File: config.mk
export PLATFORM = sky130hd
export DESIGN_NAME = sensor_rate_and_irq_status
export DESIGN_NICKNAME = d
export VERILOG_FILES = /design/src/hdl/sensor_regs_pkg.sv /design/src/hdl/sample_rate_timer.sv /design/src/hdl/burst_addr_pointer.sv /design/src/hdl/sensor_rate_and_irq_status.sv
export SDC_FILE = /design/constraint.sdc
export NUM_CORES = 1
export LEC_CHECK = 0
export BUFFER_PORTS_ARGS = -buffer_cell sky130_fd_sc_hd__buf_2
export CAP_MARGIN = 40
export CORE_MARGIN = 2
export CORE_UTILIZATION = 50
export CTS_CLUSTER_SIZE = 14
export DETAILED_ROUTE_END_ITERATION = 7
export HOLD_SLACK_MARGIN = 0.1
export PLACE_DENSITY = 0.77
export SYNTH_ARGS = -nofsm -noshare
export SYNTH_HDL_FRONTEND = slang
export SYNTH_HIERARCHICAL = 1
export SYNTH_SLANG_ARGS = --single-unit
export TNS_END_PERCENT = 50
File: constraint.sdc
create_clock -name ref_clk_i -period 8.18 [get_ports ref_clk_i]
set_input_delay 0.409 -clock ref_clk_i [delete_from_list [all_inputs] [get_ports ref_clk_i]]
set_output_delay 0.409 -clock ref_clk_i [all_outputs]
set_load 0.05 [all_outputs]
File: src/hdl/sensor_regs_pkg.sv
/*
 * Constants, register map, field layout and rate decoding shared by the
 * control/status register bank and its helpers.
 * Assumes a single 250 MHz clock and byte-wide register accesses.
 */
//
// Overview of operation
// Pulse flag set by enabled event, source read clears
// Motion flag set by enabled event, source read clears
// Magnitude flag cleared by summary register read
// New-sample flag follows mode-selected sensor data
// New-sample flag cleared by mode-selected data read
// Hybrid wrap: twelve-byte burst from address one
// Fixed read-only eight-bit identity value
// Host changes control fields only in standby
// Rate field decodes eight rates, reset 400
// Hybrid mode halves selected output rate
// Sleep field decodes four auto-wake rates
// Auto-sleep runs everything from sleep rate
// Hybrid mode halves sleep rate too
// Low-noise doubles gain, caps at four g
// Fast read: high bytes only, skip low; the pointer skips magnetic low bytes only in a hybrid wrap burst
// Fast read plus wrap: six-byte burst
// Active bit selects mode, resets to standby
// Summary read clears only magnitude flag
// Fast-read bit changes only when fifo off
// Flags hold until cleared, set beats clear
// Active-time writes keep other fields unchanged
package sensor_regs_pkg;

	// ------------------------------------------------------------
	// Register map
	// ------------------------------------------------------------
	localparam logic [7:0] ADDR_ACC_X_HI = 8'h01;
	localparam logic [7:0] ADDR_ACC_Y_HI = 8'h03;
	localparam logic [7:0] ADDR_ACC_Z_HI = 8'h05;
	localparam logic [7:0] ADDR_ACC_Z_LO = 8'h06;
	localparam logic [7:0] ADDR_ACC_END = 8'h07;
	localparam logic [7:0] ADDR_INT_SUMMARY = 8'h0C;
	localparam logic [7:0] ADDR_IDENTITY = 8'h0D;
	localparam logic [7:0] ADDR_FFMT_SRC = 8'h16;
	localparam logic [7:0] ADDR_PULSE_SRC = 8'h22;
	localparam logic [7:0] ADDR_MAIN_CTRL = 8'h2A;
	localparam logic [7:0] ADDR_MAG_X_HI = 8'h33;
	localparam logic [7:0] ADDR_MAG_Y_HI = 8'h35;
	localparam logic [7:0] ADDR_MAG_Z_HI = 8'h37;
	localparam logic [7:0] ADDR_MAG_Z_LO = 8'h38;

	// Arbitrary neutral identity value
	localparam logic [7:0] IDENTITY_VALUE = 8'h5A;

	// ------------------------------------------------------------
	// Field layout
	// ------------------------------------------------------------
	localparam int CTL_ACTIVE = 0;
	localparam int CTL_FREAD = 1;
	localparam int CTL_LNOISE = 2;
	localparam int CTL_RATE_LSB = 3;
	localparam int CTL_SLEEP_LSB = 6;
	localparam logic [7:0] MAIN_CTRL_RESET = 8'h08;
	localparam int INT_PULSE = 3;
	localparam int INT_FFMT = 2;
	localparam int INT_VECM = 1;
	localparam int INT_DRDY = 0;
	localparam int EVENT_ACTIVE_BIT = 7;
	localparam logic [1:0] FIFO_OFF = 2'h0;

	typedef enum logic [1:0] {
		MODE_ACCEL = 2'h0,
		MODE_MAG = 2'h1,
		MODE_HYBRID = 2'h3
	} sensor_mode_t;

	typedef enum logic [2:0] {
		PWR_STANDBY = 3'h1,
		PWR_WAKE = 3'h2,
		PWR_SLEEP = 3'h4
	} power_state_t;

	// ------------------------------------------------------------
	// Timing: all rates are whole multiples of the 800 Hz period
	// ------------------------------------------------------------
	localparam real BASE_PERIOD_MS = 1.25;
	localparam real CLK_PERIOD_NS = 4.0;
	localparam int unsigned BASE_CYCLES = int'(BASE_PERIOD_MS * 1.0e6 / CLK_PERIOD_NS);

	// Rate field to period in base units
	function automatic logic [10:0] rate_units(input logic [2:0] sel);
		case (sel)
			3'h0: rate_units = 11'h001;
			3'h1: rate_units = 11'h002;
			3'h2: rate_units = 11'h004;
			3'h3: rate_units = 11'h008;
			3'h4: rate_units = 11'h010;
			3'h5: rate_units = 11'h040;
			3'h6: rate_units = 11'h080;
			default: rate_units = 11'h200;
		endcase
	endfunction

	function automatic logic [10:0] sleep_units(input logic [1:0] sel);
		sleep_units = rate_units({1'b1, sel});
	endfunction

endpackage

File: src/hdl/sample_rate_timer.sv
/*
 * Sample timebase: one-cycle tick at the selected output data rate.
 * Assumes period_units_i is stable while enable_i is high.
 */
module sample_rate_timer import sensor_regs_pkg::*; #(
	parameter int unsigned BASE_CYCLES_P = BASE_CYCLES
) (
	input wire logic ref_clk_i,
	input wire logic rst_n_i,
	input wire logic enable_i,
	input wire logic [10:0] period_units_i,
	output logic tick_o
);

	logic [19:0] base_cnt_reg;
	logic [10:0] unit_cnt_reg;
	logic base_tick;

	assign base_tick = (base_cnt_reg == 20'(BASE_CYCLES_P - 1));
	assign tick_o = enable_i && base_tick && (unit_cnt_reg == period_units_i - 11'h001);

	// Restarts from zero on every entry to active so the first sample is a full period late
	always_ff @(posedge ref_clk_i or negedge rst_n_i) begin
		if (!rst_n_i) begin
			base_cnt_reg <= 20'h00000;
		end else if (!enable_i || base_tick) begin
			base_cnt_reg <= 20'h00000;
		end else begin
			base_cnt_reg <= base_cnt_reg + 20'h00001;
		end
	end

	always_ff @(posedge ref_clk_i or negedge rst_n_i) begin
		if (!rst_n_i) begin
			unit_cnt_reg <= 11'h000;
		end else if (!enable_i || tick_o) begin
			unit_cnt_reg <= 11'h000;
		end else if (base_tick) begin
			unit_cnt_reg <= unit_cnt_reg + 11'h001;
		end
	end

endmodule

File: src/hdl/burst_addr_pointer.sv
/*
 * Register address pointer with burst auto-increment and skips.
 * Assumes the serial front end issues start, read and write strobes.
 */
module burst_addr_pointer import sensor_regs_pkg::*; (
	input wire logic ref_clk_i,
	input wire logic rst_n_i,
	input wire logic start_i,
	input wire logic [7:0] start_addr_i,
	input wire logic access_i,
	input wire logic fast_read_i,
	input wire logic wrap_i,
	output logic [7:0] cur_addr_o
);

	logic [7:0] ptr_reg;

	function automatic logic [7:0] next_addr(input logic [7:0] a, input logic fr, input logic wr);
		next_addr = a + 8'h01;
		if (fr && a == ADDR_ACC_X_HI) begin
			next_addr = ADDR_ACC_Y_HI;
		end else if (fr && a == ADDR_ACC_Y_HI) begin
			next_addr = ADDR_ACC_Z_HI;
		end else if (fr && a == ADDR_ACC_Z_HI) begin
			next_addr = wr ? ADDR_MAG_X_HI : ADDR_ACC_END;
		end else if (fr && wr && a == ADDR_MAG_X_HI) begin
			next_addr = ADDR_MAG_Y_HI;
		end else if (fr && wr && a == ADDR_MAG_Y_HI) begin
			next_addr = ADDR_MAG_Z_HI;
		end else if (fr && wr && a == ADDR_MAG_Z_HI) begin
			next_addr = ADDR_ACC_X_HI;
		end else if (wr && a == ADDR_ACC_Z_LO) begin
			next_addr = ADDR_MAG_X_HI;
		end else if (wr && a == ADDR_MAG_Z_LO) begin
			next_addr = ADDR_ACC_X_HI;
		end
	endfunction

	assign cur_addr_o = start_i ? start_addr_i : ptr_reg;

	always_ff @(posedge ref_clk_i or negedge rst_n_i) begin
		if (!rst_n_i) begin
			ptr_reg <= 8'h00;
		end else if (access_i) begin
			ptr_reg <= next_addr(cur_addr_o, fast_read_i, wrap_i);
		end else if (start_i) begin
			ptr_reg <= start_addr_i;
		end
	end

endmodule

File: src/hdl/sensor_rate_and_irq_status.sv
/*
 * Control and status register bank: interrupt summary flags, identity,
 * main control register and the sample timebase it steers.
 * Assumes a serial front end on the same clock that turns host frames
 * into start/read/write strobes, and detection engines on the same clock.
 */
module sensor_rate_and_irq_status import sensor_regs_pkg::*; #(
	parameter int unsigned BASE_CYCLES_P = BASE_CYCLES
) (
	input wire logic ref_clk_i,
	input wire logic rst_n_i,
	input wire logic xfer_start_i,
	input wire logic [7:0] xfer_addr_i,
	input wire logic rd_i,
	input wire logic wr_i,
	input wire logic [7:0] wdata_i,
	output logic [7:0] rdata_o,
	input wire logic [1:0] mode_i,
	input wire logic hyb_wrap_i,
	input wire logic [1:0] fifo_mode_i,
	input wire logic auto_sleep_i,
	input wire logic [7:0] pulse_src_i,
	input wire logic pulse_int_en_i,
	input wire logic [7:0] ffmt_src_i,
	input wire logic ffmt_int_en_i,
	input wire logic vecm_int_i,
	input wire logic accel_new_i,
	input wire logic mag_new_i,
	input wire logic [13:0] accel_x_i,
	input wire logic [13:0] accel_y_i,
	input wire logic [13:0] accel_z_i,
	input wire logic [15:0] mag_x_i,
	input wire logic [15:0] mag_y_i,
	input wire logic [15:0] mag_z_i,
	output logic [7:0] int_summary_o,
	output logic active_o,
	output logic lnoise_gain_o,
	output logic fast_read_o,
	output logic [2:0] power_state_o,
	output logic odr_tick_o
);

	// ------------------------------------------------------------
	// Reset release
	// ------------------------------------------------------------
	logic rst_meta_reg;
	logic rst_sync_reg;
	logic rst_n;

	always_ff @(posedge ref_clk_i or negedge rst_n_i) begin
		if (!rst_n_i) begin
			rst_meta_reg <= 1'b0;
			rst_sync_reg <= 1'b0;
		end else begin
			rst_meta_reg <= 1'b1;
			rst_sync_reg <= rst_meta_reg;
		end
	end
	assign rst_n = rst_sync_reg;

	// ------------------------------------------------------------
	// Access decode
	// ------------------------------------------------------------
	logic [7:0] cur_addr;
	logic [7:0] main_ctrl_reg;
	logic hybrid;
	logic rd_summary;
	logic rd_pulse;
	logic rd_ffmt;
	logic rd_accel;
	logic rd_mag;
	logic wr_ctrl;

	burst_addr_pointer u_ptr (
		.ref_clk_i(ref_clk_i),
		.rst_n_i(rst_n),
		.start_i(xfer_start_i),
		.start_addr_i(xfer_addr_i),
		.access_i(rd_i || wr_i),
		.fast_read_i(main_ctrl_reg[CTL_FREAD]),
		.wrap_i(hybrid && hyb_wrap_i),
		.cur_addr_o(cur_addr)
	);

	assign hybrid = (mode_i == MODE_HYBRID);
	assign rd_summary = rd_i && (cur_addr == ADDR_INT_SUMMARY);
	assign rd_pulse = rd_i && (cur_addr == ADDR_PULSE_SRC);
	assign rd_ffmt = rd_i && (cur_addr == ADDR_FFMT_SRC);
	assign rd_accel = rd_i && (cur_addr >= ADDR_ACC_X_HI) && (cur_addr <= ADDR_ACC_Z_LO);
	assign rd_mag = rd_i && (cur_addr >= ADDR_MAG_X_HI) && (cur_addr <= ADDR_MAG_Z_LO);
	assign wr_ctrl = wr_i && (cur_addr == ADDR_MAIN_CTRL);

	// ------------------------------------------------------------
	// Main control register
	// ------------------------------------------------------------
	logic [7:0] main_ctrl_next;

	always_comb begin
		main_ctrl_next = main_ctrl_reg;
		if (!main_ctrl_reg[CTL_ACTIVE]) begin
			main_ctrl_next = wdata_i;
			if (fifo_mode_i != FIFO_OFF) begin
				main_ctrl_next[CTL_FREAD] = main_ctrl_reg[CTL_FREAD];
			end
		end
		// Only the active bit moves while running
		main_ctrl_next[CTL_ACTIVE] = wdata_i[CTL_ACTIVE];
	end

	always_ff @(posedge ref_clk_i or negedge rst_n) begin
		if (!rst_n) begin
			main_ctrl_reg <= MAIN_CTRL_RESET;
		end else if (wr_ctrl) begin
			main_ctrl_reg <= main_ctrl_next;
		end
	end

	assign active_o = main_ctrl_reg[CTL_ACTIVE];
	assign fast_read_o = main_ctrl_reg[CTL_FREAD];
	// Gain doubled means the front end saturates at four g
	assign lnoise_gain_o = main_ctrl_reg[CTL_LNOISE];

	// ------------------------------------------------------------
	// Power state and sample rate
	// ------------------------------------------------------------
	power_state_t power_state_reg;
	logic [10:0] base_units;
	logic [10:0] period_units;

	always_ff @(posedge ref_clk_i or negedge rst_n) begin
		if (!rst_n) begin
			power_state_reg <= PWR_STANDBY;
		end else if (!main_ctrl_reg[CTL_ACTIVE]) begin
			power_state_reg <= PWR_STANDBY;
		end else if (auto_sleep_i) begin
			power_state_reg <= PWR_SLEEP;
		end else begin
			power_state_reg <= PWR_WAKE;
		end
	end
	assign power_state_o = power_state_reg;

	always_comb begin
		case (power_state_reg)
			PWR_SLEEP: base_units = sleep_units(main_ctrl_reg[CTL_SLEEP_LSB +: 2]);
			default: base_units = rate_units(main_ctrl_reg[CTL_RATE_LSB +: 3]);
		endcase
	end

	// Doubling the period halves the rate
	assign period_units = hybrid ? {base_units[9:0], 1'b0} : base_units;

	sample_rate_timer #(
		.BASE_CYCLES_P(BASE_CYCLES_P)
	) u_timer (
		.ref_clk_i(ref_clk_i),
		.rst_n_i(rst_n),
		.enable_i(power_state_reg != PWR_STANDBY),
		.period_units_i(period_units),
		.tick_o(odr_tick_o)
	);

	// ------------------------------------------------------------
	// Interrupt summary flags
	// ------------------------------------------------------------
	logic pulse_flag_reg;
	logic ffmt_flag_reg;
	logic vecm_flag_reg;
	logic drdy_flag_reg;
	logic pulse_set;
	logic ffmt_set;
	logic drdy_set;
	logic drdy_clr;

	assign pulse_set = pulse_src_i[EVENT_ACTIVE_BIT] && pulse_int_en_i;
	assign ffmt_set = ffmt_src_i[EVENT_ACTIVE_BIT] && ffmt_int_en_i;

	always_comb begin
		case (mode_i)
			MODE_ACCEL: drdy_set = accel_new_i;
			MODE_MAG: drdy_set = mag_new_i;
			MODE_HYBRID: drdy_set = accel_new_i || mag_new_i;
			default: drdy_set = 1'b0;
		endcase
	end
	assign drdy_clr = (mode_i == MODE_ACCEL) ? rd_accel : rd_mag;

	// Set is tested first so an event in the clearing cycle survives
	always_ff @(posedge ref_clk_i or negedge rst_n) begin
		if (!rst_n) begin
			pulse_flag_reg <= 1'b0;
		end else if (pulse_set) begin
			pulse_flag_reg <= 1'b1;
		end else if (rd_pulse) begin
			pulse_flag_reg <= 1'b0;
		end
	end

	always_ff @(posedge ref_clk_i or negedge rst_n) begin
		if (!rst_n) begin
			ffmt_flag_reg <= 1'b0;
		end else if (ffmt_set) begin
			ffmt_flag_reg <= 1'b1;
		end else if (rd_ffmt) begin
			ffmt_flag_reg <= 1'b0;
		end
	end

	always_ff @(posedge ref_clk_i or negedge rst_n) begin
		if (!rst_n) begin
			vecm_flag_reg <= 1'b0;
		end else if (vecm_int_i) begin
			vecm_flag_reg <= 1'b1;
		end else if (rd_summary) begin
			vecm_flag_reg <= 1'b0;
		end
	end

	always_ff @(posedge ref_clk_i or negedge rst_n) begin
		if (!rst_n) begin
			drdy_flag_reg <= 1'b0;
		end else if (drdy_set) begin
			drdy_flag_reg <= 1'b1;
		end else if (drdy_clr) begin
			drdy_flag_reg <= 1'b0;
		end
	end

	always_comb begin
		int_summary_o = 8'h00;
		int_summary_o[INT_PULSE] = pulse_flag_reg;
		int_summary_o[INT_FFMT] = ffmt_flag_reg;
		int_summary_o[INT_VECM] = vecm_flag_reg;
		int_summary_o[INT_DRDY] = drdy_flag_reg;
	end

	// ------------------------------------------------------------
	// Read data
	// ------------------------------------------------------------
	logic [7:0] rdata_next;
	logic [7:0] rdata_reg;

	// Accel samples are left-justified; the high byte alone serves fast read
	always_comb begin
		rdata_next = 8'h00;
		if (cur_addr == ADDR_ACC_X_HI) begin
			rdata_next = accel_x_i[13:6];
		end else if (cur_addr == ADDR_ACC_X_HI + 8'h01) begin
			rdata_next = {accel_x_i[5:0], 2'h0};
		end else if (cur_addr == ADDR_ACC_Y_HI) begin
			rdata_next = accel_y_i[13:6];
		end else if (cur_addr == ADDR_ACC_Y_HI + 8'h01) begin
			rdata_next = {accel_y_i[5:0], 2'h0};
		end else if (cur_addr == ADDR_ACC_Z_HI) begin
			rdata_next = accel_z_i[13:6];
		end else if (cur_addr == ADDR_ACC_Z_LO) begin
			rdata_next = {accel_z_i[5:0], 2'h0};
		end else if (cur_addr == ADDR_INT_SUMMARY) begin
			rdata_next = int_summary_o;
		end else if (cur_addr == ADDR_IDENTITY) begin
			rdata_next = IDENTITY_VALUE;
		end else if (cur_addr == ADDR_FFMT_SRC) begin
			rdata_next = ffmt_src_i;
		end else if (cur_addr == ADDR_PULSE_SRC) begin
			rdata_next = pulse_src_i;
		end else if (cur_addr == ADDR_MAIN_CTRL) begin
			rdata_next = main_ctrl_reg;
		end else if (cur_addr == ADDR_MAG_X_HI) begin
			rdata_next = mag_x_i[15:8];
		end else if (cur_addr == ADDR_MAG_X_HI + 8'h01) begin
			rdata_next = mag_x_i[7:0];
		end else if (cur_addr == ADDR_MAG_Y_HI) begin
			rdata_next = mag_y_i[15:8];
		end else if (cur_addr == ADDR_MAG_Y_HI + 8'h01) begin
			rdata_next = mag_y_i[7:0];
		end else if (cur_addr == ADDR_MAG_Z_HI) begin
			rdata_next = mag_z_i[15:8];
		end else if (cur_addr == ADDR_MAG_Z_LO) begin
			rdata_next = mag_z_i[7:0];
		end
	end

	always_ff @(posedge ref_clk_i or negedge rst_n) begin
		if (!rst_n) begin
			rdata_reg <= 8'h00;
		end else if (rd_i) begin
			rdata_reg <= rdata_next;
		end
	end
	assign rdata_o = rdata_reg;
endmodule

---- Word-level counts from Yosys, hierarchy flattened ----
Index checks and enable logic that the tools add are counted.
Widths: inputs -> output; s select.
word-level totals
  register bits ........................... 64
  latch bits .............................. 0
  memory bits (writable) .................. 0
  bits in read-only memories .............. 0
  bits of input ports ..................... 138
  output and inout port bits .............. 23
  word-level logic and storage cells ...... 140
  memories ................................ 0
operators by class
  add/sub/neg operators ................... 4
  $mul .................................... 0
  divide/modulo/power cells ............... 0
  order comparisons ....................... 4
  equal/unequal tests ..................... 31
  shift-type cells ........................ 0
  multiplexer cells ....................... 47
  bitwise gates (word level) .............. 2
  reductions and logical operators ........ 38
operators by type and width
  operator               count
  $mux 8                 27
  $pmux 10 s7            1
  $eq 8x6->1 const B     8
  $mux 11                4
  $pmux 10 s3            1
  $eq 8x3->1 const B     3
  $logic_and 1x1->1      22
  $add 20x1->20 const B  1
  $eq 20x19->1 const B   1
  $mux 20                1
  $eq 8x2->1 const B     2
  $eq 8x4->1 const B     2
  $eq 3x3->1 const B     4
  $reduce_bool 2->1      6
  $add 11x1->11 const B  1
  $eq 11x11->1           1
  $sub 11x1->11 const B  1
  $mux 1                 9
  $add 8x1->8 const B    1
  $eq 8x1->1 const B     1
  $eq 8x5->1 const B     1
  $ge 8x1->1 const B     1
  $ge 8x6->1 const B     1
  $le 8x3->1 const B     1
  16 further kinds       25

---- Longest topological paths before layout ----
Gate-level depths: netlist (run 1).
  word-level depth ........................ 19
  depth in mapped cells ................... 12

---- Hierarchy ----
The synthesis (run 1) kept the hierarchy.
by module, submodules not included
  module                      instances  cells an instance  area an instance (µm²)
  sensor_rate_and_irq_status  1          380                2837.7
  sample_rate_timer           1          211                1943.1
  burst_addr_pointer          1          109                979.7

---- Worst setup path after synthesis (run 1) ----
Ideal clock, no wire load.
  kind .................................... reg-to-output
  from .................................... register power_state_reg[0] (netlist: power_state_o[0])
  to ...................................... output odr_tick_o
  arrival ................................. 3.765 ns
  data required time ...................... 7.771 ns
  setup slack ............................. 4.006 ns
  stages on the path, launching flop included .. 12
  path through ............................ dfstp_2 > nor2_1 > nand2_1 > nor3_1 > a31oi_1 > a21oi_1 > buf_6 > or4_4 > or4_4 > a2111oi_4 > o2111ai_2 > nor2_1
between the ends
  cells in the longest elaborated chain, start to end .. 6
  elaborated cells on any way between the ends .. 8
RTL lines
  item                    RTL line                           source
  from (decl)             sensor_rate_and_irq_status.sv:126  power_state_t power_state_reg;
  from (signal assigned)  sensor_rate_and_irq_status.sv:132  power_state_reg <= PWR_STANDBY;
  from (signal assigned)  sensor_rate_and_irq_status.sv:134  power_state_reg <= PWR_STANDBY;
  from (signal assigned)  sensor_rate_and_irq_status.sv:136  power_state_reg <= PWR_SLEEP;
  $eq 3x3->1              sensor_rate_and_irq_status.sv:144  case (power_state_reg)
  $mux 11                 sensor_rate_and_irq_status.sv:144
  $mux 11                 sensor_rate_and_irq_status.sv:151  assign period_units = hybrid ? {base_units[9:0], 1'b0} : base_units;
  net period_units[4]     sensor_rate_and_irq_status.sv:128  logic [10:0] period_units;
  $sub 11x1->11           sample_rate_timer.sv:20            assign tick_o = enable_i && base_tick && (unit_cnt_reg == period_units_i - 11'h001);
  $eq 11x11->1            sample_rate_timer.sv:20
  $logic_and 1x1->1       sample_rate_timer.sv:20
  to (decl)               sensor_rate_and_irq_status.sv:40   output logic odr_tick_o
The timed path passes the listed nets, and every way through them passes these cells.

---- Worst setup path after layout (run 1) ----
Ends and elaborated chain as after synthesis.

==> results.md, run 1 <==
- DIE AREA: between 10000 and 15000 um2
- Initial Utilization: 0.5088
- Row Count: 39
- H-tree depth: 3
- Final Util: 0.6082
- Pre-antenna DRT Iters: 5
- GRT met2 Usage: 0.4711
- Cell Chain, Critical Path: nor2_1 -> nand2_1 -> nor3_1 -> a31oi_1 -> a21oi_1 -> or4_4 -> or4_4 -> a2111oi_4 -> o2111ai_2 -> nor2_1 -> buf_2
- Worst Tran Pin Value: between 800 and 900 ps
- Unrepaired setup endpoints after global routing: no
- Yosys warnings: 6
- Root buffer cell: clkbuf_16
- Syn avg cell area: around 8 um2
- Setup crit start kind: flop
- Clock Tree Buf Depth: 2
- Core area: 11320 um2
- Clock Power Share: 0.337
- HPWL after detailed placement: 14630 um
- Clk sink count: between 60 and 70
- Met1 GRT Util: 0.3999
- Max cap viols: 0
- Outcome: completed
- CTS tree: built
- Synth Instances: 700
- Fraction of layout cells with a size suffix above 1: 0.2694
- Logic pwr share: 0.369
- Seq cells post-synth: 64
- Post-Route WL: just under 20000 um
- FFs w/ async S/R, synth: 1.000
- Cell area after synthesis: 5761 um2
- Crit Path Class: reg2out
- Global-route wire length before repair: between 30000 and 40000 um
- Post-Route Skew: 5.903 ps
- CP max stage cell: or4_4
- Final Hold Viols: 0
- Vias/cell: ~6.5
- Synth cell types: 95
- Main synth FF type: dfrtp_1
- Power per cell area: 180.2 nW/um2
- Hold Crit Class: reg2async
- Leak: 2.964 nW
- Synth Area in Adders: 0.01520
- Clock transition at path regs: 60 ps
- Fmax: between 200 and 250 MHz
- Die width: around 110 um
- Layout net count: between 900 and 1000
- Largest net degree at the start of global routing: 54
- Final setup fails: 0
- Compound-Gate Fraction of Synth Area: 0.2452
- Internal power: between 700 and 800 uW
- Port Buffer Count: about 160
- Clk_lat worst skew: around 330 ps
- GRT Util Overall: 0.3007
- Ant diodes: 0
- Flip-flop count of the largest register after layout: 20
- Switching pwr: between 400 and 500 uW
- Sequential-to-total area share from yosys stat: 0.2785
- ANT nets after route: 0
- Number of CTS-inserted buffers: 9
- Area growth syn-to-layout: 19.53%
- Number of flops mapped to enable cells by yosys: 0
- M3 GR Usage: 0.07567
- CP Capture Type: output port
- Power, Total: about 1.2 mW
- Synth Area in XOR/XNOR: 0.06234
- Max_slew headroom: 0.4150
- Vias in the first global route: ~6000
- Final period util: 0.5162
- Wirelength per Cell: between 15 and 20 um
- Main combinational cell family by area after synthesis: simple AND/OR/NAND/NOR gates
- Peak VDD IR: ~0.15 mV
- Grt ovf: 0
- Sw Share: 0.3730
- Setup_tns: 0 ps
- WHS: approximately 130 ps
- Post-synthesis mux area share: 0.05582
- Chip Height: between 100 and 150 um
- Worst-path fanout max: 8
- Seq pwr share: 0.294
- Slew Viols, Final: 0
- Simple-Gate Fraction of Synth Area: 0.2871
- Worst path max stage delay: roughly 620 ps
- Gp weighted congestion: 1.050
- Initial antenna violation count: 1
- Final routed DRC violation total: 0
- Arr. time, crit path: approximately 3800 ps
- Post-route minimum period: ~4200 ps
- Via Count: between 6000 and 7000
- GRT Max-Usage Layer: met2
- CP required: ~7800 ps
- # IOs: 161
- Initial DRC count: roughly 800
worst paths after layout:
path / endpoint / slack (ps) / cells past startpoint / from
setup / recovery: odr_tick_o / 3960 / 11 / power_state_o[0]
hold / removal: pulse_flag_reg / 130 / 0 / rst_n
setup reg to reg: u_timer/unit_cnt_reg[9] / 4550 / 11 / power_state_o[0]
hold reg to reg: pulse_flag_reg / 130 / 0 / rst_n
max in group asynchronous: u_timer/base_cnt_reg[14] / 7090 / 1 / rst_n
min in group ref_clk_i: power_state_o[1] / 250 / 2 / auto_sleep_i
cell type report:
cell class | count | area (um2)
clock buffers | 13 | 250.2
repair buffers | 164 | 843.3
clock inverters | 3 | 67.56
flip-flops and latches | 64 | 1605
multi-input cells | 572 | 3854
well taps | 143 | 178.9
inverters | 23 | 86.33
fillers | 987 | 4436
through the flow:
step                cells  instance area, um2  setup slack, ps
floorplan             703                5772             4006
global placement      964                6550             4327
detailed placement    965                6558             4242
CTS                   982                6885             3962
global route          982                6885             3747
finish                982                6885             3957
metal layers:
layer  part of all wire  wire length (um)
met1               0.41              7816
met2               0.46              8773
met3               0.10              1931
met4              0.038               736
met5            0.00067                13
synth_stat cells, types with 8 or more instances:
master | instances | area, um2
mux2_2 | 8 | 90.09
buf_2 | 11 | 55.05
a21oi_1 | 39 | 195.2
dfrtp_1 | 62 | 1551
a31oi_1 | 12 | 75.07
xnor2_1 | 17 | 148.9
nor3b_1 | 9 | 67.56
nand2_1 | 50 | 187.7
o211ai_1 | 10 | 75.07
xor2_1 | 24 | 210.2
and3_1 | 18 | 112.6
nand3_1 | 21 | 105.1
nand4_1 | 17 | 106.4
nor3_1 | 17 | 85.08
o22ai_1 | 11 | 68.82
nand2b_1 | 11 | 68.82
nor2_1 | 77 | 289.0
buf_4 | 9 | 67.56
inv_1 | 21 | 78.83
o21ai_0 | 31 | 155.2
clkbuf_1 | 22 | 82.58
nor2b_1 | 10 | 62.56
mux2i_1 | 15 | 150.1
layout by cell type, fill, tap and decap left out, types with 10 or more instances in the layout:
cell type  netlist  layout
o21ai_0         31      31
o22ai_1         11      11
nor2b_1         10      10
buf_2           11     156
inv_1           21      21
dfrtp_1         62      61
xor2_1          24      24
nor2_1          77      77
nand2b_1        11      11
nand3_1         21      21
nand2_1         50      50
a31oi_1         12      12
mux2i_1         15      15
xnor2_1         17      17
o211ai_1        10      10
nor3_1          17      17
nand4_1         17      17
a21oi_1         39      39
and3_1          18      18
worst max-delay path: cells and delay by family, from the launching register on:
| family | cells | cell delay, ps |
|---|---|---|
| AOI/OAI and AO/OA | 4 | 1030 |
| buffers and inverters | 1 | 290 |
| DFF | 1 | 530 |
| and+or+nand+nor | 6 | 1630 |
power groups by stage:
stage	clock network [mW]	registers (mW)	logic (mW)
after CTS	0.422	0.364	0.448
after global placement	0	0.369	0.438
after global routing	0.435	0.369	0.493
after detailed placement	0	0.370	0.445
after floorplan	0	0.392	0.299
final	0.418	0.365	0.458
what timing repair did:
item,CTS,global route
resized for setup,0,0
buffers inserted,0,0
hold buffers,1,0
hold endpoints to repair,2,0
cells by family after synthesis:
group                      count (synthesis)
muxes                                     28
buffers and inverters                     67
other                                      2
AOI/OAI and AO/OA                        198
adders and majority gates                  7
DFF                                       64
and+or+nand+nor                          293
xor gates and xnor gates                  41
(Power assumes the default switching activity.)
==> run 2: changes to the inputs <==
ABC_AREA = 1   (was default)
CORE_UTILIZATION = 49   (was 50)
PLACE_DENSITY = 0.78   (was 0.77)
clock period = 3.55 ns   (was 8.18 ns; I/O delays follow)
==> run 2 against run 1 <==
Net effect: sequential power grew to 2.5 times the previous value; non-clock buffer count grew 11; synthesized cell count grew 36%; first-iteration DRC count shrank 55%; register-to-register slack lost 3700 ps; critical endpoint unchanged.
==> results.md, run 2 <==
- Post-Route WL: 17570 um (-8.8%)
- Die width: 113.8 um (+2.2%)
- Clock Power Share: 0.369 (+0.032)
- Main synth FF type: dfrtp_1
- Post-route minimum period: between 3000 and 4000 ps
- H-tree depth: 3 (unchanged)
- Arr. time, crit path: 3070 ps (-740 ps)
- Initial antenna violation count: 2 (+1)
- Initial DRC count: 352 (-55%)
- Largest net degree at the start of global routing: 33 (-39%)
- ANT nets after route: 0 (unchanged)
- DIE AREA: 12940 um2 (+4.4%)
- Hold Crit Class: in2reg
- Gp weighted congestion: 0.9745 (-7.2%)
- Core area: 11860 um2 (+4.8%)
- Final Hold Viols: 0 (unchanged)
- Leak: 3.925 nW (+32%)
- Clk sink count: 64 (unchanged)
- CP max stage cell: dfstp_2
- Pre-antenna DRT Iters: 5 (unchanged)
- Number of flops mapped to enable cells by yosys: 0 (unchanged)
- Max_slew headroom: 0.5319 (+0.1170)
- Sw Share: 0.3299 (-0.04310)
- Post-synth top area cell: dfrtp_1
- Fillers: 1153 (+17%)
- Peak VDD IR: 0.2236 mV (+44%)
- Cell area after synthesis: 5902 um2 (+2.5%)
- CTS tree: built
- Wirelength per Cell: 13.83 um (-30%)
- CP required: 3370 ps (-4400 ps)
- Initial Utilization: 0.4976 (-0.01127)
- GRT Util Overall: 0.2751 (-0.02556)
- Syn avg cell area: 6.219 um2 (-24%)
- Layout net count: 1263 (+29%)
- Seq cells post-synth: 64 (unchanged)
- Chip Height: 113.8 um (+2.2%)
- WHS: 126.9 ps (-6.531 ps)
- Layout Cells excl Fill: 1270 (+29%)
- Synth Instances: 949 (+36%)
- Grt ovf: 0 (unchanged)
- Placed Instances: 1238 (+28%)
- Slack of the worst reg-to-reg path: 820 ps (-3730 ps)
- Area growth syn-to-layout: 22.85%
- Final setup fails: 0 (unchanged)
- Seq pwr share: 0.371 (+0.077)
- Final routed DRC violation total: 0 (unchanged)
- Crit Path Class: reg2out
- Clock Tree Buf Depth: 2 (unchanged)
- Sequential-to-total area share from yosys stat: 0.2718 (-0.006671)
- Outcome: completed
- Port Buffer Count: 156 (unchanged)
- Most common library cells after synthesis: 307 x nand2_1, 129 x nor2_1, 108 x inv_1
- FFs w/ async S/R, synth: 1.000 (unchanged)
- Max cap viols: 0 (unchanged)
- Slew Viols, Final: 0 (unchanged)
- Logic pwr share: 0.260 (-0.109)
- Clock transition at path regs: 50 ps (about the same)
- Worst-path fanout max: 8 (unchanged)
- Power per cell area: 345.7 nW/um2 (+92%)
- Worst path max stage delay: 540 ps (-80 ps)
- # IOs: 161 (unchanged)
- Global-route wire length before repair: 28420 um (-5.8%)
- Via Count: 6561 (+3.3%)
- Setup crit start kind: flop
- Unrepaired setup endpoints after global routing: no
- Fmax: around 300 MHz
- Final period util: 0.9158
- Fraction of layout cells with a size suffix above 1: 0.2565 (-0.01291)
- Post-CTS Setup Bufs: 0 (unchanged)
- Top-area cell type share of the netlist area: 0.2629 (-0.006452)
- Switching pwr: 827.1 uW (+79%)
- Vias/cell: 5.166 (-20%)
- Vias in the first global route: 6269 (+4.3%)
- Root buffer cell: clkbuf_16
- Synth top area cells: dfrtp_1 26%, nand2_1 20%, nor2_1 8.2%, inv_1 6.9%, nand3_1 5.5%
- Internal power: 1.680 mW (+120%)
- Clk_lat worst skew: 330 ps (about the same)
- Most common cell after layout, fill and taps aside: nand2_1
- Setup_tns: 0 ps (unchanged)
- Synth cell types: 54 (-43%)
- Post-Route Skew: 6.961 ps (+1.058 ps)
- Yosys warnings: 6 (unchanged)
- Flip-flop count of the largest register after layout: 20 (unchanged)
- Number of CTS-inserted buffers: 9 (unchanged)
- Worst Tran Pin Value: 702.1 ps (-173.6 ps)
- Row Count: 40 (+2.6%)
- Commonest non-fill, non-tap cells in the layout: 307 x nand2_1, 155 x buf_2, 129 x nor2_1, 108 x inv_1, 65 x nand3_1
- Cell Chain, Critical Path: nor3_2 -> nor2_1 -> nand2_1 -> nor2_1 -> inv_1 -> ha_1 -> nand2_1 -> nand2_1 -> nor3_1 -> nand2_1 -> nor2_1 -> nand2_1 -> nor2_1 -> nand2_2 -> inv_1 -> clkbuf_4
- Most common cell in the synthesized netlist: nand2_1
- HPWL after detailed placement: 14170 um (-3.1%)
- Worst path most repeated cell: nand2_1
- CP Capture Type: output port
- Ant diodes: 0 (unchanged)
## run 2: stage by stage
stage	cell area, um2	utilization	setup slack (ps)	total power, mW
2_1_floorplan	5913	-	653.7	1.374
3_3_place_gp	6751	0.5692	586.5	1.559
3_5_place_dp	6759	0.5698	509.5	1.569
4_1_cts	7238	0.6102	139.0	2.514
5_1_grt	7251	0.6113	9.692	2.643
6_report	7251	0.6113	299.1	2.507
## run 2: cell type report
class                   count  area [um2]  share of cell area
multi-input cells         731        3661              0.5049
clock buffers              14       284.0             0.03917
clock inverters             2       35.03            0.004832
repair buffers            175       965.9              0.1332
well taps                 147       183.9             0.02537
inverters                 137       515.5             0.07110
flip-flops and latches     64        1605              0.2214
## run 2: layer usage
layer	wire length [um]	track usage	up-vias
li1	-	-	3294
met1	6904	0.3133	2953
met3	1272	0.06323	48
met5	27	0	-
met4	602	0.1179	4
met2	8761	0.4942	262
## run 2: kinds of logic after synthesis
| family | after synthesis | synth area share |
|---|---|---|
| muxes | 2 | 0.003816 |
| adders and majority gates | 7 | 0.01484 |
| xor gates and xnor gates | 15 | 0.02226 |
| buffers and inverters | 157 | 0.1115 |
| other | 2 | 0.001272 |
| DFF | 64 | 0.2718 |
| and+or+nand+nor | 632 | 0.5056 |
| AOI/OAI and AO/OA | 70 | 0.06890 |
## run 2: what timing repair did
item,4_1_cts,5_1_grt
resized for setup,0,3
setup endpoints to repair,0,1
endpoints found under the hold margin,16,0
hold buffers,16,0
## run 2: final timing paths
path,startpoint,endpoint,cells after the start
worst max-delay path,power_state_o[0],odr_tick_o,16
worst min register to register,rst_n,rdata_o[1],0
min in group asynchronous,rst_n_i,rst_meta_reg,2
worst max register to register,power_state_o[0],u_timer/unit_cnt_reg[6],16
worst min-delay path,mode_i[0],drdy_flag_reg,3
max in group asynchronous,rst_n,u_timer/base_cnt_reg[2],1
## run 2: power groups by stage
stage | registers (mW) | logic, mW | clock network [mW]
4_1_cts | 0.930 | 0.645 | 0.939
5_1_grt | 0.947 | 0.731 | 0.966
3_3_place_gp | 0.938 | 0.621 | 0
3_5_place_dp | 0.939 | 0.630 | 0
2_1_floorplan | 0.956 | 0.418 | 0
6_report | 0.930 | 0.652 | 0.925
## run 2: worst max-delay path: cells and delay by family (launching register included)
| family | cells | cell delay [ps] |
|---|---|---|
| adders and majority gates | 1 | 320 |
| buffers and inverters | 3 | 450 |
| DFF | 1 | 540 |
| and+or+nand+nor | 12 | 1430 |
==> run 3: changes to the inputs <==
ABC_AREA = default   (was 1)
PLACE_DENSITY = 0.79   (was 0.78)
==> run 3 against run 2 <==
Net effect: sequential share of layout area is essentially flat; die area down 2.3%; global-route usage is 1.3 points higher; first-iteration DRC count up 95%; sequential power shrank 8.6%; fmax decreased by 8.2%; largest power group is now combinational logic; non-clock buffer count is 25 higher; power is 13% higher.
==> results.md, run 3 (same netlist as run 1, synthesis figures left out) <==
- Clk_lat worst skew: 330 ps (about the same)
- Slack of the worst reg-to-reg path: 110 ps (-710 ps)
- Worst path most repeated cell: buf_4
- Reg2reg start: power_state_o[0]
- Cell Chain, Critical Path: nor2_4 -> nand2_4 -> nor3_1 -> a31oi_1 -> a21oi_2 -> buf_4 -> buf_4 -> buf_4 -> buf_4 -> or4b_2 -> a21oi_2 -> o2111ai_4 -> nor2_4 -> buf_8
- Fraction of layout cells with a size suffix above 1: 0.3135 (+0.05705)
- Post-route minimum period: 3541 ps (+290.1 ps)
- Largest net degree at the start of global routing: 39 (+18%)
- CP required: 3370 ps (about the same)
- Slew Viols, Final: 0 (unchanged)
- Area growth syn-to-layout: 25.98%
- Root buffer cell: clkbuf_16
- Final setup fails: 0 (unchanged)
- CTS tree: built
- Row Count: 39 (-2.5%)
- CP Capture Type: output port
- Final period util: 0.9975 (+0.08172)
- Final Hold Viols: 0 (unchanged)
- Crit. Startpoint: power_state_o[0]
- CP max stage cell: or4b_2
- Placed Instances: 977 (-21%)
- Worst Setup EP: odr_tick_o
- Wirelength per Cell: 18.51 um (+34%)
- Chip Height: 112.4 um (-1.2%)
- Commonest non-fill, non-tap cells in the layout: 155 x buf_2, 74 x nor2_1, 60 x dfrtp_1, 49 x nand2_1
- ANT nets after route: 0 (unchanged)
- GRT Util Overall: 0.2881 (+0.01294)
- Peak VDD IR: 0.2318 mV (+3.7%)
- Max cap viols: 0 (unchanged)
- Global-route wire length before repair: 29360 um (+3.3%)
- Worst path max stage delay: 690 ps (+150 ps)
- Instance count on the critical path: 14 (-2)
- Worst Tran Pin Value: 786.4 ps (+84.31 ps)
- Worst-path fanout max: 7 (-1)
- Via Count: 6343 (-3.3%)
- Fmax: 282.4 MHz (-8.2%)
- Clock transition at path regs: 50 ps (about the same)
- Pre-antenna DRT Iters: 6 (+1)
- Worst Path Buf+Inv: 5 (+2)
- Post-Route Skew: 7.665 ps (+0.7039 ps)
- Outcome: completed
- Gp weighted congestion: 0.9987 (+2.5%)
- Grt ovf: 0 (unchanged)
- Top Family by Delay on Critical Path: simple AND/OR/NAND/NOR gates
- Initial Utilization: 0.5023 (+0.004772)
- Clk sink count: 64 (unchanged)
- Post-Route WL: 18830 um (+7.2%)
- Setup crit start kind: flop
- Core area: 11470 um2 (-3.3%)
- Final routed DRC violation total: 0 (unchanged)
- Arr. time, crit path: 3360 ps (+290 ps)
- Critical R2R Capture: u_timer/unit_cnt_reg[9]
- Crit Path Class: reg2out
- Power per cell area: 389.9 nW/um2 (+13%)
- H-tree depth: 3 (unchanged)
- Die width: 112.4 um (-1.2%)
- Initial antenna violation count: 0 (-2)
- Most common cell after layout, fill and taps aside: buf_2
- Layout net count: 1015 (-20%)
- Unrepaired setup endpoints after global routing: yes
- Clock Tree Buf Depth: 2 (unchanged)
- Initial DRC count: 685 (+95%)
- Worst Reg2Reg Path Length in Cells: 15 (-1)
- Setup_tns: 0 ps (unchanged)
- Min-delay src: wdata_i[7]
- # IOs: 161 (unchanged)
- Leak: 3.135 nW (-20%)
- Ant diodes: 0 (unchanged)
- DIE AREA: 12640 um2 (-2.3%)
- Hold Crit Class: in2reg
- Layout Cells excl Fill: 1017 (-20%)
- Max_slew headroom: 0.4757 (-0.05620)
- Fillers: 993 (-14%)
- Number of CTS-inserted buffers: 9 (unchanged)
- HPWL after detailed placement: 14090 um (-0.60%)
- Vias/cell: 6.237 (+21%)
- Port Buffer Count: 156 (unchanged)
- Flip-flop count of the largest register after layout: 20 (unchanged)
- Vias in the first global route: 5864 (-6.5%)
==> run 3: power breakdown <==
part	switching, mW	leakage [nW]	internal (mW)
combinational	0.698	2.17	0.444
sequential	0.0641	0.828	0.786
clock	0.312	0.134	0.526
total	1.07	3.13	1.76
==> run 3: metal layers <==
metal | vias up | GRT usage | routed length (um)
li1 | 2960 | - | -
met1 | 2993 | 0.4014 | 8057
met2 | 344 | 0.4514 | 8676
met3 | 46 | 0.06317 | 1635
met4 | 0 | 0.08780 | 456
met5 | - | 0 | 0
==> run 3: what timing repair did <==
item                                    in CTS  in global routing
setup buffers                               14                  3
endpoints found under the setup margin       1                 10
endpoints found under the hold margin       10                  0
pin swaps                                    9                  6
resized for setup                           20                  5
hold buffers                                 8                  0
==> run 3: area by class of cell <==
type	count	area, um2	share of cell area
Clock inverter	2	15.01	0.002069
Tap cell	143	178.9	0.02466
Sequential cell	64	1607	0.2214
Inverter	23	86.33	0.01190
Clock buffer	13	270.3	0.03724
Timing Repair Buffer	200	1149	0.1583
Multi-Input combinational cell	572	3951	0.5445
==> run 3: worst min-delay path by stage <==
stage	slack, ps	cells after the start	endpoint
2_1_floorplan	-120	0	rst_meta_reg
3_3_place_gp	-30	1	rst_meta_reg
3_5_place_dp	-30	1	rst_meta_reg
4_1_cts	100	2	pulse_flag_reg
5_1_grt	110	2	pulse_flag_reg
6_report	110	2	main_ctrl_reg[7]
==> run 3: stage by stage <==
stage / power (mW) / hold slack [ps] / setup slack, ps / util / area, um2
after floorplan: 1.595 / -118.1 / 30.66 / - / 5784
after global placement: 1.895 / -34.72 / 185.2 / 0.5808 / 6660
after detailed placement: 1.906 / -33.96 / 151.7 / 0.5808 / 6660
after CTS: 2.813 / 100.6 / -16.83 / 0.6292 / 7216
after global routing: 2.967 / 105.5 / -144.1 / 0.6328 / 7257
final: 2.830 / 106.9 / 8.973 / 0.6328 / 7257
